--- src/rtl/ppe_consts.vh ---
`ifndef PPE_CONSTS_VH
`define PPE_CONSTS_VH
// port modes
`define PPE_MODE_COMPAT   3'h0
`define PPE_MODE_FIFO     3'h5
`define PPE_MODE_ECP      3'h3
`define PPE_MODE_EPP      3'h4
// timing figures in ns and clock period
`define PPE_CLK_NS        50
`define PPE_WAIT_FILT_NS  50
`define PPE_SETUP_NS      100
`define PPE_EPP_TMO_NS    10000
// drive change settle cycles between enable steps
`define PPE_DRV_SETTLE    2
`define PPE_DATA_W        8
`define PPE_FIFO_DEPTH    8
`endif

--- src/rtl/ppe_fifo.v ---
`timescale 1ns/1ps
module ppe_fifo #(
    parameter WIDTH = 8,
    parameter DEPTH = 8,
    parameter AW    = 3
) (
    input  wire             sys_clk_i,
    input  wire             arst_n_i,
    input  wire [WIDTH-1:0] in_data_i,
    input  wire             in_valid_i,
    output wire             in_ready_o,
    output wire [WIDTH-1:0] out_data_o,
    output wire             out_valid_o,
    input  wire             out_ready_i
);
    reg [WIDTH-1:0] mem [0:DEPTH-1];
    reg [AW-1:0]    wr_ptr;
    reg [AW-1:0]    rd_ptr;
    reg [AW:0]      count;
    wire            push;
    wire            pop;

    // handshake and occupancy flags
    assign in_ready_o  = (count != DEPTH[AW:0]);
    assign out_valid_o = (count != {(AW+1){1'b0}});
    assign out_data_o  = mem[rd_ptr];
    assign push        = in_valid_i & in_ready_o;
    assign pop         = out_valid_o & out_ready_i;

    ////////////////////////////////////////////////////////////////////////////
    // storage written by index
    always @(posedge sys_clk_i)
    begin
        if (push)
            mem[wr_ptr] <= in_data_i;
    end

    // pointers and count
    always @(posedge sys_clk_i or negedge arst_n_i)
    begin
        if (!arst_n_i)
        begin
            wr_ptr <= {AW{1'b0}};
            rd_ptr <= {AW{1'b0}};
            count  <= {(AW+1){1'b0}};
        end
        else
        begin
            if (push)
                wr_ptr <= (wr_ptr == DEPTH[AW-1:0] - 1'b1) ? {AW{1'b0}} : wr_ptr + 1'b1;
            if (pop)
                rd_ptr <= (rd_ptr == DEPTH[AW-1:0] - 1'b1) ? {AW{1'b0}} : rd_ptr + 1'b1;
            if (push && !pop)
                count <= count + 1'b1;
            else if (pop && !push)
                count <= count - 1'b1;
        end
    end
endmodule

--- src/rtl/ppe_wait_filt.v ---
`timescale 1ns/1ps
`include "ppe_consts.vh"
module ppe_wait_filt #(
    parameter CYC = 1
) (
    input  wire sys_clk_i,
    input  wire arst_n_i,
    input  wire raw_i,
    output reg  settled_o
);
    reg       sync_a;
    reg       sync_b;
    reg       last;
    reg [7:0] quiet;

    ////////////////////////////////////////////////////////////////////////////
    // two-stage sync, then level accepted after CYC quiet cycles
    always @(posedge sys_clk_i or negedge arst_n_i)
    begin
        if (!arst_n_i)
        begin
            sync_a    <= 1'b1;
            sync_b    <= 1'b1;
            last      <= 1'b1;
            quiet     <= 8'h00;
            settled_o <= 1'b1;
        end
        else
        begin
            sync_a <= raw_i;
            sync_b <= sync_a;
            last   <= sync_b;
            if (sync_b != last)
                quiet <= 8'h00;
            else if (quiet < CYC[7:0])
                quiet <= quiet + 8'h01;
            else
                settled_o <= last;
        end
    end
endmodule

--- src/rtl/ppe_port.v ---
// How it works
// fifo mode ignores ack line; next byte starts only on busy low
// forward idle holds host clock high, peripheral keeps busy low
// peripheral may raise reverse request any time during forward phase
// forward strobe falls only after peripheral ack is seen low
// data set up on lines before host clock falls
// host clock returns high only after peripheral ack goes high
// peripheral latches byte then drops ack, ending forward transfer
// reverse idle keeps host ack line low
// host ack driven low only after previous byte is accepted
// peripheral drops its clock with data already stable
// host raises ack line after peripheral clock falls when ready
// peripheral clock rise captures byte, host ack returns low
// ecp mode drives push-pull, compat mode open-collector
// drive type changes without output glitches
// wait line settled only after 50 ns without transitions
// write-direction line high unless epp write in progress
// software clears direction bit before an epp write
// software sets direction bit before an epp read
// iochrdy held low during epp cycle until handshake or timeout
`timescale 1ns/1ps
`include "ppe_consts.vh"
module ppe_port #(
    parameter DATA_W     = `PPE_DATA_W,
    parameter FIFO_DEPTH = `PPE_FIFO_DEPTH,
    parameter TMO_CYC    = (`PPE_EPP_TMO_NS / `PPE_CLK_NS)
) (
    input  wire              sys_clk_i,
    input  wire              arst_n_i,
    input  wire [2:0]        mode_i,
    input  wire              direction_control_bit_i,
    input  wire              rev_req_i,
    input  wire [DATA_W-1:0] tx_data_i,
    input  wire              tx_valid_i,
    output reg               tx_ready_o,
    output reg  [DATA_W-1:0] rx_data_o,
    output reg               rx_valid_o,
    input  wire              nior_i,
    input  wire              niow_i,
    output reg               iochrdy_o,
    output reg               epp_timeout_o,
    input  wire [DATA_W-1:0] pd_i,
    output reg  [DATA_W-1:0] pd_o,
    output reg               pd_oe_o,
    output reg               host_clk_o,
    output reg               host_clk_oe_o,
    output reg               host_ack_line_o,
    output reg               host_ack_line_oe_o,
    output reg               nwrite_o,
    input  wire              busy_i,
    input  wire              nack_i,
    input  wire              nperiph_req_i,
    input  wire              nwait_i,
    output reg               periph_req_o
);
    // cycle counts rounded up from the ns figures
    localparam FILT_CYC  = (`PPE_WAIT_FILT_NS + `PPE_CLK_NS - 1) / `PPE_CLK_NS;
    localparam SETUP_CYC = (`PPE_SETUP_NS + `PPE_CLK_NS - 1) / `PPE_CLK_NS;
    localparam FIFO_AW   = $clog2(FIFO_DEPTH);
    // states
    localparam S_FIDLE  = 4'h0;
    localparam S_FSETUP = 4'h1;
    localparam S_FSTRB  = 4'h2;
    localparam S_FREL   = 4'h3;
    localparam S_RIDLE  = 4'h4;
    localparam S_RACK   = 4'h5;
    localparam S_RCAP   = 4'h6;
    localparam S_EWAIT  = 4'h7;
    localparam S_EDONE  = 4'h8;
    localparam S_CWAIT  = 4'h9;

    function [15:0] sat_inc;
        input [15:0] v;
        begin
            sat_inc = (v == 16'hffff) ? v : v + 16'h0001;
        end
    endfunction

    reg  [3:0]        state;
    reg  [15:0]       cnt;
    reg  [1:0]        busy_s;
    reg  [1:0]        nack_s;
    reg  [1:0]        nreq_s;
    reg  [1:0]        nior_s;
    reg  [1:0]        niow_s;
    reg  [DATA_W-1:0] pd_s0;
    reg  [DATA_W-1:0] pd_s1;
    reg  [2:0]        drv_q;
    reg               ecp_drv;
    wire              wait_settled;
    wire [DATA_W-1:0] f_data;
    wire              f_valid;
    wire              f_in_ready;
    reg               f_pop;
    wire              busy   = busy_s[1];
    wire              nack   = nack_s[1];
    wire              is_ecp = (mode_i == `PPE_MODE_ECP);
    // next pin levels, so an open-collector enable moves with its level
    wire              strobe_fall   = (state == S_FSETUP) && (cnt >= SETUP_CYC - 1);
    wire              strobe_rise   = (state == S_FIDLE) || ((state == S_FSTRB) && busy);
    wire              next_host_clk = ~strobe_fall & (strobe_rise | host_clk_o);
    wire              next_host_ack = (state == S_RACK) | (host_ack_line_o & (state != S_FIDLE)
                                      & (state != S_RIDLE) & (state != S_RCAP));

    ////////////////////////////////////////////////////////////////////////////
    // forward data buffer
    ppe_fifo #(.WIDTH(DATA_W), .DEPTH(FIFO_DEPTH), .AW(FIFO_AW)) u_fifo (
        .sys_clk_i   (sys_clk_i),
        .arst_n_i    (arst_n_i),
        .in_data_i   (tx_data_i),
        .in_valid_i  (tx_valid_i),
        .in_ready_o  (f_in_ready),
        .out_data_o  (f_data),
        .out_valid_o (f_valid),
        .out_ready_i (f_pop)
    );

    // peripheral wait filter
    ppe_wait_filt #(.CYC(FILT_CYC)) u_wait (
        .sys_clk_i (sys_clk_i),
        .arst_n_i  (arst_n_i),
        .raw_i     (nwait_i),
        .settled_o (wait_settled)
    );

    ////////////////////////////////////////////////////////////////////////////
    // pin synchronisers
    always @(posedge sys_clk_i or negedge arst_n_i)
    begin
        if (!arst_n_i)
        begin
            busy_s <= 2'h0;
            nack_s <= 2'h3;
            nreq_s <= 2'h3;
            nior_s <= 2'h3;
            niow_s <= 2'h3;
            pd_s0  <= {DATA_W{1'b0}};
            pd_s1  <= {DATA_W{1'b0}};
        end
        else
        begin
            busy_s <= {busy_s[0], busy_i};
            nack_s <= {nack_s[0], nack_i};
            nreq_s <= {nreq_s[0], nperiph_req_i};
            nior_s <= {nior_s[0], nior_i};
            niow_s <= {niow_s[0], niow_i};
            pd_s0  <= pd_i;
            pd_s1  <= pd_s0;
        end
    end

    ////////////////////////////////////////////////////////////////////////////
    // drive type sequencing: level first, enable after settle
    always @(posedge sys_clk_i or negedge arst_n_i)
    begin
        if (!arst_n_i)
        begin
            drv_q   <= 3'h0;
            ecp_drv <= 1'b0;
        end
        else if (ecp_drv != is_ecp)
        begin
            if (drv_q == `PPE_DRV_SETTLE)
            begin
                ecp_drv <= is_ecp;
                drv_q   <= 3'h0;
            end
            else
                drv_q <= drv_q + 3'h1;
        end
        else
            drv_q <= 3'h0;
    end

    ////////////////////////////////////////////////////////////////////////////
    // pin drivers: open-collector enables only pull low
    always @(posedge sys_clk_i or negedge arst_n_i)
    begin
        if (!arst_n_i)
        begin
            host_clk_oe_o      <= 1'b0;
            host_ack_line_oe_o <= 1'b0;
            tx_ready_o         <= 1'b0;
            periph_req_o       <= 1'b0;
        end
        else
        begin
            host_clk_oe_o      <= ecp_drv | ~next_host_clk;
            host_ack_line_oe_o <= ecp_drv | ~next_host_ack;
            tx_ready_o         <= f_in_ready;
            periph_req_o       <= ~nreq_s[1];
        end
    end

    ////////////////////////////////////////////////////////////////////////////
    // transfer state machine
    always @(posedge sys_clk_i or negedge arst_n_i)
    begin
        if (!arst_n_i)
        begin
            state           <= S_FIDLE;
            cnt             <= 16'h0000;
            f_pop           <= 1'b0;
            pd_o            <= {DATA_W{1'b0}};
            pd_oe_o         <= 1'b0;
            host_clk_o      <= 1'b1;
            host_ack_line_o <= 1'b0;
            nwrite_o        <= 1'b1;
            iochrdy_o       <= 1'b1;
            epp_timeout_o   <= 1'b0;
            rx_data_o       <= {DATA_W{1'b0}};
            rx_valid_o      <= 1'b0;
        end
        else
        begin
            f_pop      <= 1'b0;
            rx_valid_o <= 1'b0;
            case (state)
            // idle: start an epp cycle, a reverse phase or a forward byte
            S_FIDLE:
            begin
                host_clk_o      <= 1'b1;
                host_ack_line_o <= 1'b0;
                nwrite_o        <= 1'b1;
                iochrdy_o       <= 1'b1;
                cnt             <= 16'h0000;
                if (mode_i == `PPE_MODE_EPP && (!nior_s[1] || !niow_s[1]))
                begin
                    iochrdy_o     <= 1'b0;
                    epp_timeout_o <= 1'b0;
                    pd_oe_o       <= !niow_s[1] & ~direction_control_bit_i;
                    pd_o          <= tx_data_i;
                    nwrite_o      <= !(!niow_s[1] && !direction_control_bit_i);
                    state         <= S_EWAIT;
                end
                else if (is_ecp && rev_req_i && !nreq_s[1])
                begin
                    pd_oe_o <= 1'b0;
                    state   <= S_RIDLE;
                end
                else if (f_valid && !f_pop && !busy && mode_i != `PPE_MODE_EPP)
                begin
                    pd_o    <= f_data;
                    pd_oe_o <= 1'b1;
                    f_pop   <= 1'b1;
                    state   <= S_FSETUP;
                end
            end
            // forward data setup before the strobe falls
            S_FSETUP:
            begin
                cnt <= sat_inc(cnt);
                if (cnt >= SETUP_CYC - 1)
                begin
                    host_clk_o <= 1'b0;
                    cnt        <= 16'h0000;
                    state      <= S_FSTRB;
                end
            end
            // strobe low until the peripheral acknowledges
            S_FSTRB:
            begin
                if (busy)
                begin
                    host_clk_o <= 1'b1;
                    state      <= S_FREL;
                end
            end
            // strobe high, wait for the peripheral to go idle
            S_FREL:
            begin
                if (!busy)
                    state <= S_FIDLE;
            end
            // reverse idle, wait for the peripheral clock to fall
            S_RIDLE:
            begin
                host_ack_line_o <= 1'b0;
                if (!rev_req_i)
                    state <= S_FIDLE;
                else if (!nack)
                    state <= S_RACK;
            end
            // host ack high, capture on peripheral clock rise
            S_RACK:
            begin
                host_ack_line_o <= 1'b1;
                if (nack)
                begin
                    rx_data_o  <= pd_s1;
                    rx_valid_o <= 1'b1;
                    state      <= S_RCAP;
                end
            end
            // byte taken, return host ack low
            S_RCAP:
            begin
                host_ack_line_o <= 1'b0;
                state           <= S_RIDLE;
            end
            // epp cycle stretched until wait settles low or time runs out
            S_EWAIT:
            begin
                cnt <= sat_inc(cnt);
                if (!wait_settled)
                begin
                    if (!pd_oe_o)
                        rx_data_o <= pd_s1;
                    rx_valid_o <= ~pd_oe_o;
                    iochrdy_o  <= 1'b1;
                    state      <= S_EDONE;
                end
                else if (cnt >= TMO_CYC - 1)
                begin
                    epp_timeout_o <= 1'b1;
                    iochrdy_o     <= 1'b1;
                    state         <= S_EDONE;
                end
            end
            // wait for the host strobes to end
            S_EDONE:
            begin
                if (nior_s[1] && niow_s[1])
                begin
                    nwrite_o <= 1'b1;
                    pd_oe_o  <= 1'b0;
                    state    <= S_CWAIT;
                end
            end
            // one spare cycle before the next cycle may start
            S_CWAIT:
            begin
                state <= S_FIDLE;
            end
            default:
            begin
                state <= S_FIDLE;
            end
            endcase
        end
    end
endmodule

--- config.mk ---
export PLATFORM = sky130hd
export DESIGN_NAME = ppe_port
export DESIGN_NICKNAME = d
export VERILOG_FILES = /design/src/rtl/ppe_fifo.v /design/src/rtl/ppe_wait_filt.v /design/src/rtl/ppe_port.v
export VERILOG_INCLUDE_DIRS = /design/src /design/src/rtl
export SDC_FILE = /design/constraint.sdc
export NUM_CORES = 1
export LEC_CHECK = 0
export BUFFER_PORTS_ARGS = -buffer_cell sky130_fd_sc_hd__buf_2
export CAP_MARGIN = 20
export CORE_ASPECT_RATIO = 0.6
export CORE_MARGIN = 2
export CORE_UTILIZATION = 54
export CTS_BUF_LIST = sky130_fd_sc_hd__clkbuf_16
export DETAILED_ROUTE_END_ITERATION = 7
export GPL_TIMING_DRIVEN = 0
export HOLD_SLACK_MARGIN = 0.03
export PLACE_DENSITY = 0.72
export SYNTH_ARGS = -nofsm -noshare
export SYNTH_HDL_FRONTEND = slang
export SYNTH_SLANG_ARGS = --single-unit
--- constraint.sdc ---
create_clock -name sys_clk_i -period 2.1 [get_ports sys_clk_i]
set_input_delay 0.42 -clock sys_clk_i [delete_from_list [all_inputs] [get_ports sys_clk_i]]
set_output_delay 0.42 -clock sys_clk_i [all_outputs]
set_load 0.005 [all_outputs]
==> impl_metrics.tcl <==
set metrics [dict create \
    ant_nets 0 \
    yosysSeqAreaShare_pct 64.1 \
    most-common-layout-cells "dfrtp_1 (82), edfxtp_1 (64), buf_2 (62), nor2_1 (38), nand2_1 (28)" \
    critPathRequiredTime_ns 2.40 \
    clk_path_buf_depth 2 \
    max_freq_ghz 0.471 \
    async_flop_share_pct 61.0 \
    syn-num-nets 546 \
    grt_pass1_vias 4435 \
    io_pins 57 \
    endpoint_kind "register" \
    p_leak_nw 3.45 \
    status "finished with violations" \
    grt_max_degree 59 \
    cp_cell_sequence "buf_4 > nor4_4 > nand2b_4 > ha_4 > inv_4 > ha_4 > a21o_1 > a21oi_2 > xnor2_1 > nor2_1 > xor2_1" \
    clockRootBuffer "clkbuf_16" \
    dr.pass1.iters 5 \
    antenna_found_initial 0 \
    syn-instance-count 503 \
    final-max-slew-violation-count 0 \
    multi_input_area_sq_um 2460 \
    whs_ns 0.0915 \
    fp.dieW_microns 150 \
    viasPerCell 5.77 \
    drt-wirelength-per-cell_microns 18.6 \
    ys_warn_count 0 \
    worst-endpoint-arrival_ns 2.42 \
    worst_slack_ns -0.0235 \
    crit_top_cell "ha_4" \
    cpPeakStageDelay_ns 0.44 \
    failed_checks "negative setup slack" \
    wirelength_mm 14.4 \
    final.setup.tns_ns -0.0235 \
    worstMarginPinSlew_ns 0.927 \
    hold_depth 1 \
    rsz0062_at_grt "true" \
    cts_made_buffers 17 \
    synth_edf_count 64 \
    cts_tree "yes" \
    place_hpwl_mm 9.76 \
    post-route-util_pct 65.1 \
    path_max_fanout 3 \
    syn2layout_area_growth_pct 19.0 \
    core_area_sq_um 12700 \
    hold_class "in -> reg" \
    remaining_drc_errors 0 \
    dp_cells 733 \
    seqCellArea_sq_um 4450 \
    synthDominantCellAreaShare_pct 30.7 \
    final_cell_area_sq_um 8260 \
    startpoint_type "register" \
    netlist_area_sq_um 6940 \
    ys.flop_type "dfrtp_1" \
    stdcell_count 773 \
    clk_latency_ns 0.42 \
    clock-sinks 164 \
    ir_drop_v 0.000804 \
    diodes 0 \
    final_common_cell "dfrtp_1" \
    die-area_sq_um 13800 \
    finalCritPeriodShare_pct 101 \
    filler_cell_count 884 \
    crit_type "reg -> reg" \
    slew_headroom_pct 37.9 \
    grt_pass1_wl_mm 23.1 \
    htreeDepth 4 \
    dieHeight_microns 91.8 \
    maxCapViolations 0 \
    synth_cell_types 70 \
    cp_slowest_cell "dfrtp_2" \
    drt_iter0_drc 309 \
    num_vias 4462 \
    nets 633 \
    grt_usage_pct 22.2 \
    fin_crit_ns 2.12 \
    start_util_pct 54.7 \
    yosys.area.top_type "dfrtp_1" \
    gr-total-overflow 0 \
    power_density_nw_per_um2 1360 \
    finClkSkew_ns 0.0114 \
    io_buffers 56 \
    timing.final.hold_violations 0 \
    dpl-instance-area_sq_um 7530 \
    drive_above_1_share_pct 32.2 \
    syn_area_per_cell_sq_um 13.8 \
    synth_seq_cells 164 \
    fp-row-count 32 \
    gp_congestion 0.886 \
    reg2reg_depth 11 \
    setup_violations 1 \
    clk_pin_slew_ns 0.07 \
    yosys-top-cells-area "dfrtp_1 (31%), edfxtp_1 (28%), dfstp_2 (5.7%)" \
]
-- timing repair --
action	4_1_cts	5_1_grt
gates resized for setup	10	10
endpoints found under the hold margin	36	0
cloned	0	0
setup buffers	6	2
setup endpoints to repair	45	30
hold buffers	1	0
pin swaps	8	8
-- final cells by class --
cell class / instances / share of cell area [%]
Sequential cell: 164 / 53.8
Multi-Input combinational cell: 305 / 29.8
Clock buffer: 18 / 5.45
Timing Repair Buffer: 69 / 4.82
Tap cell: 170 / 2.58
Clock inverter: 14 / 1.62
Buffer: 14 / 0.970
Inverter: 19 / 0.894
-- cells in the mapped netlist (9+ instances only) --
master	count
nand2_1	30
a21oi_1	25
o21ai_0	12
mux2i_1	18
ha_1	12
nor2_1	41
inv_1	18
xnor2_1	11
edfxtp_1	64
dfstp_2	15
mux2_2	14
xor2_1	9
mux4_2	16
dfrtp_1	85
nand2b_1	9
nor3_1	16
-- final timing paths --
path                                                to                        start  slack [ns]
setup / recovery           u_fifo.count[3]$_DFFE_PN0P_  u_fifo.count[1]$_DFFE_PN0P_       -0.02
hold / removal                     nack_s[0]$_DFF_PN1_                       nack_i        0.09
setup reg to reg           u_fifo.count[3]$_DFFE_PN0P_  u_fifo.count[1]$_DFFE_PN0P_       -0.02
hold reg to reg                u_wait.sync_b$_DFF_PN1_      u_wait.sync_a$_DFF_PN1_        0.35
max in group asynchronous       host_clk_o$_DFFE_PN1P_                     arst_n_i        0.84
min in group asynchronous           pd_s1[0]$_DFF_PN0_                     arst_n_i        0.53
-- power by group --
group / internal (mW) / total [mW] / leakage (nW) / switching (mW)
combinational: 1.71 / 3.69 / 1.35 / 1.98
sequential: 4.02 / 4.47 / 1.80 / 0.443
clock: 1.74 / 3.07 / 0.297 / 1.33
total: 7.47 / 11.2 / 3.45 / 3.75
-- logic make-up (layout without fill, tap and decap cells) --
family / Yosys count / count (layout) / synth area share [%]
AOI/OAI and AO/OA: 73 / 73 / 6.84
xor gates and xnor gates: 20 / 20 / 2.53
adders and majority gates: 13 / 13 / 2.45
buffers and inverters: 34 / 134 / 2.15
DFF: 164 / 164 / 64.1
muxes: 48 / 48 / 10.1
and+or+nand+nor: 151 / 151 / 11.9
-- worst max-delay path, delay by kind of cell (launching register included) --
kind	cells	cell delay [ns]
DFF	1	0.44
buffers and inverters	2	0.20
and+or+nand+nor	3	0.44
xor gates and xnor gates	2	0.28
AOI/OAI and AO/OA	2	0.31
adders and majority gates	2	0.34
-- sequential cells by signal, summed over array words and instances (netlist names), 4 cells and up --
signal / count
pd_o: 8
u_fifo.count: 4
pd_s1: 8
state: 4
pd_s0: 8
cnt: 16
u_fifo.mem: 64
rx_data_o: 8
u_wait.quiet: 8
-- per-layer routing --
metal  share of wire (%)  GRT usage (%)  up-vias
met3                 6.4           5.07       22
met4                 1.3           6.76        0
met2                  45           31.9      156
met1                  47           33.8     2253
met5                   0              0        -
li1                    -              -     2031
-- through the flow --
stage / setup WS, ns / power [mW]
6_report: -0.0235 / 11.2
3_3_place_gp: -0.547 / 7.78
2_1_floorplan: 0.0140 / 6.92
5_1_grt: -0.141 / 11.9
4_1_cts: -0.0816 / 11.2
3_5_place_dp: -0.258 / 7.96
(Power assumes the default switching activity.)
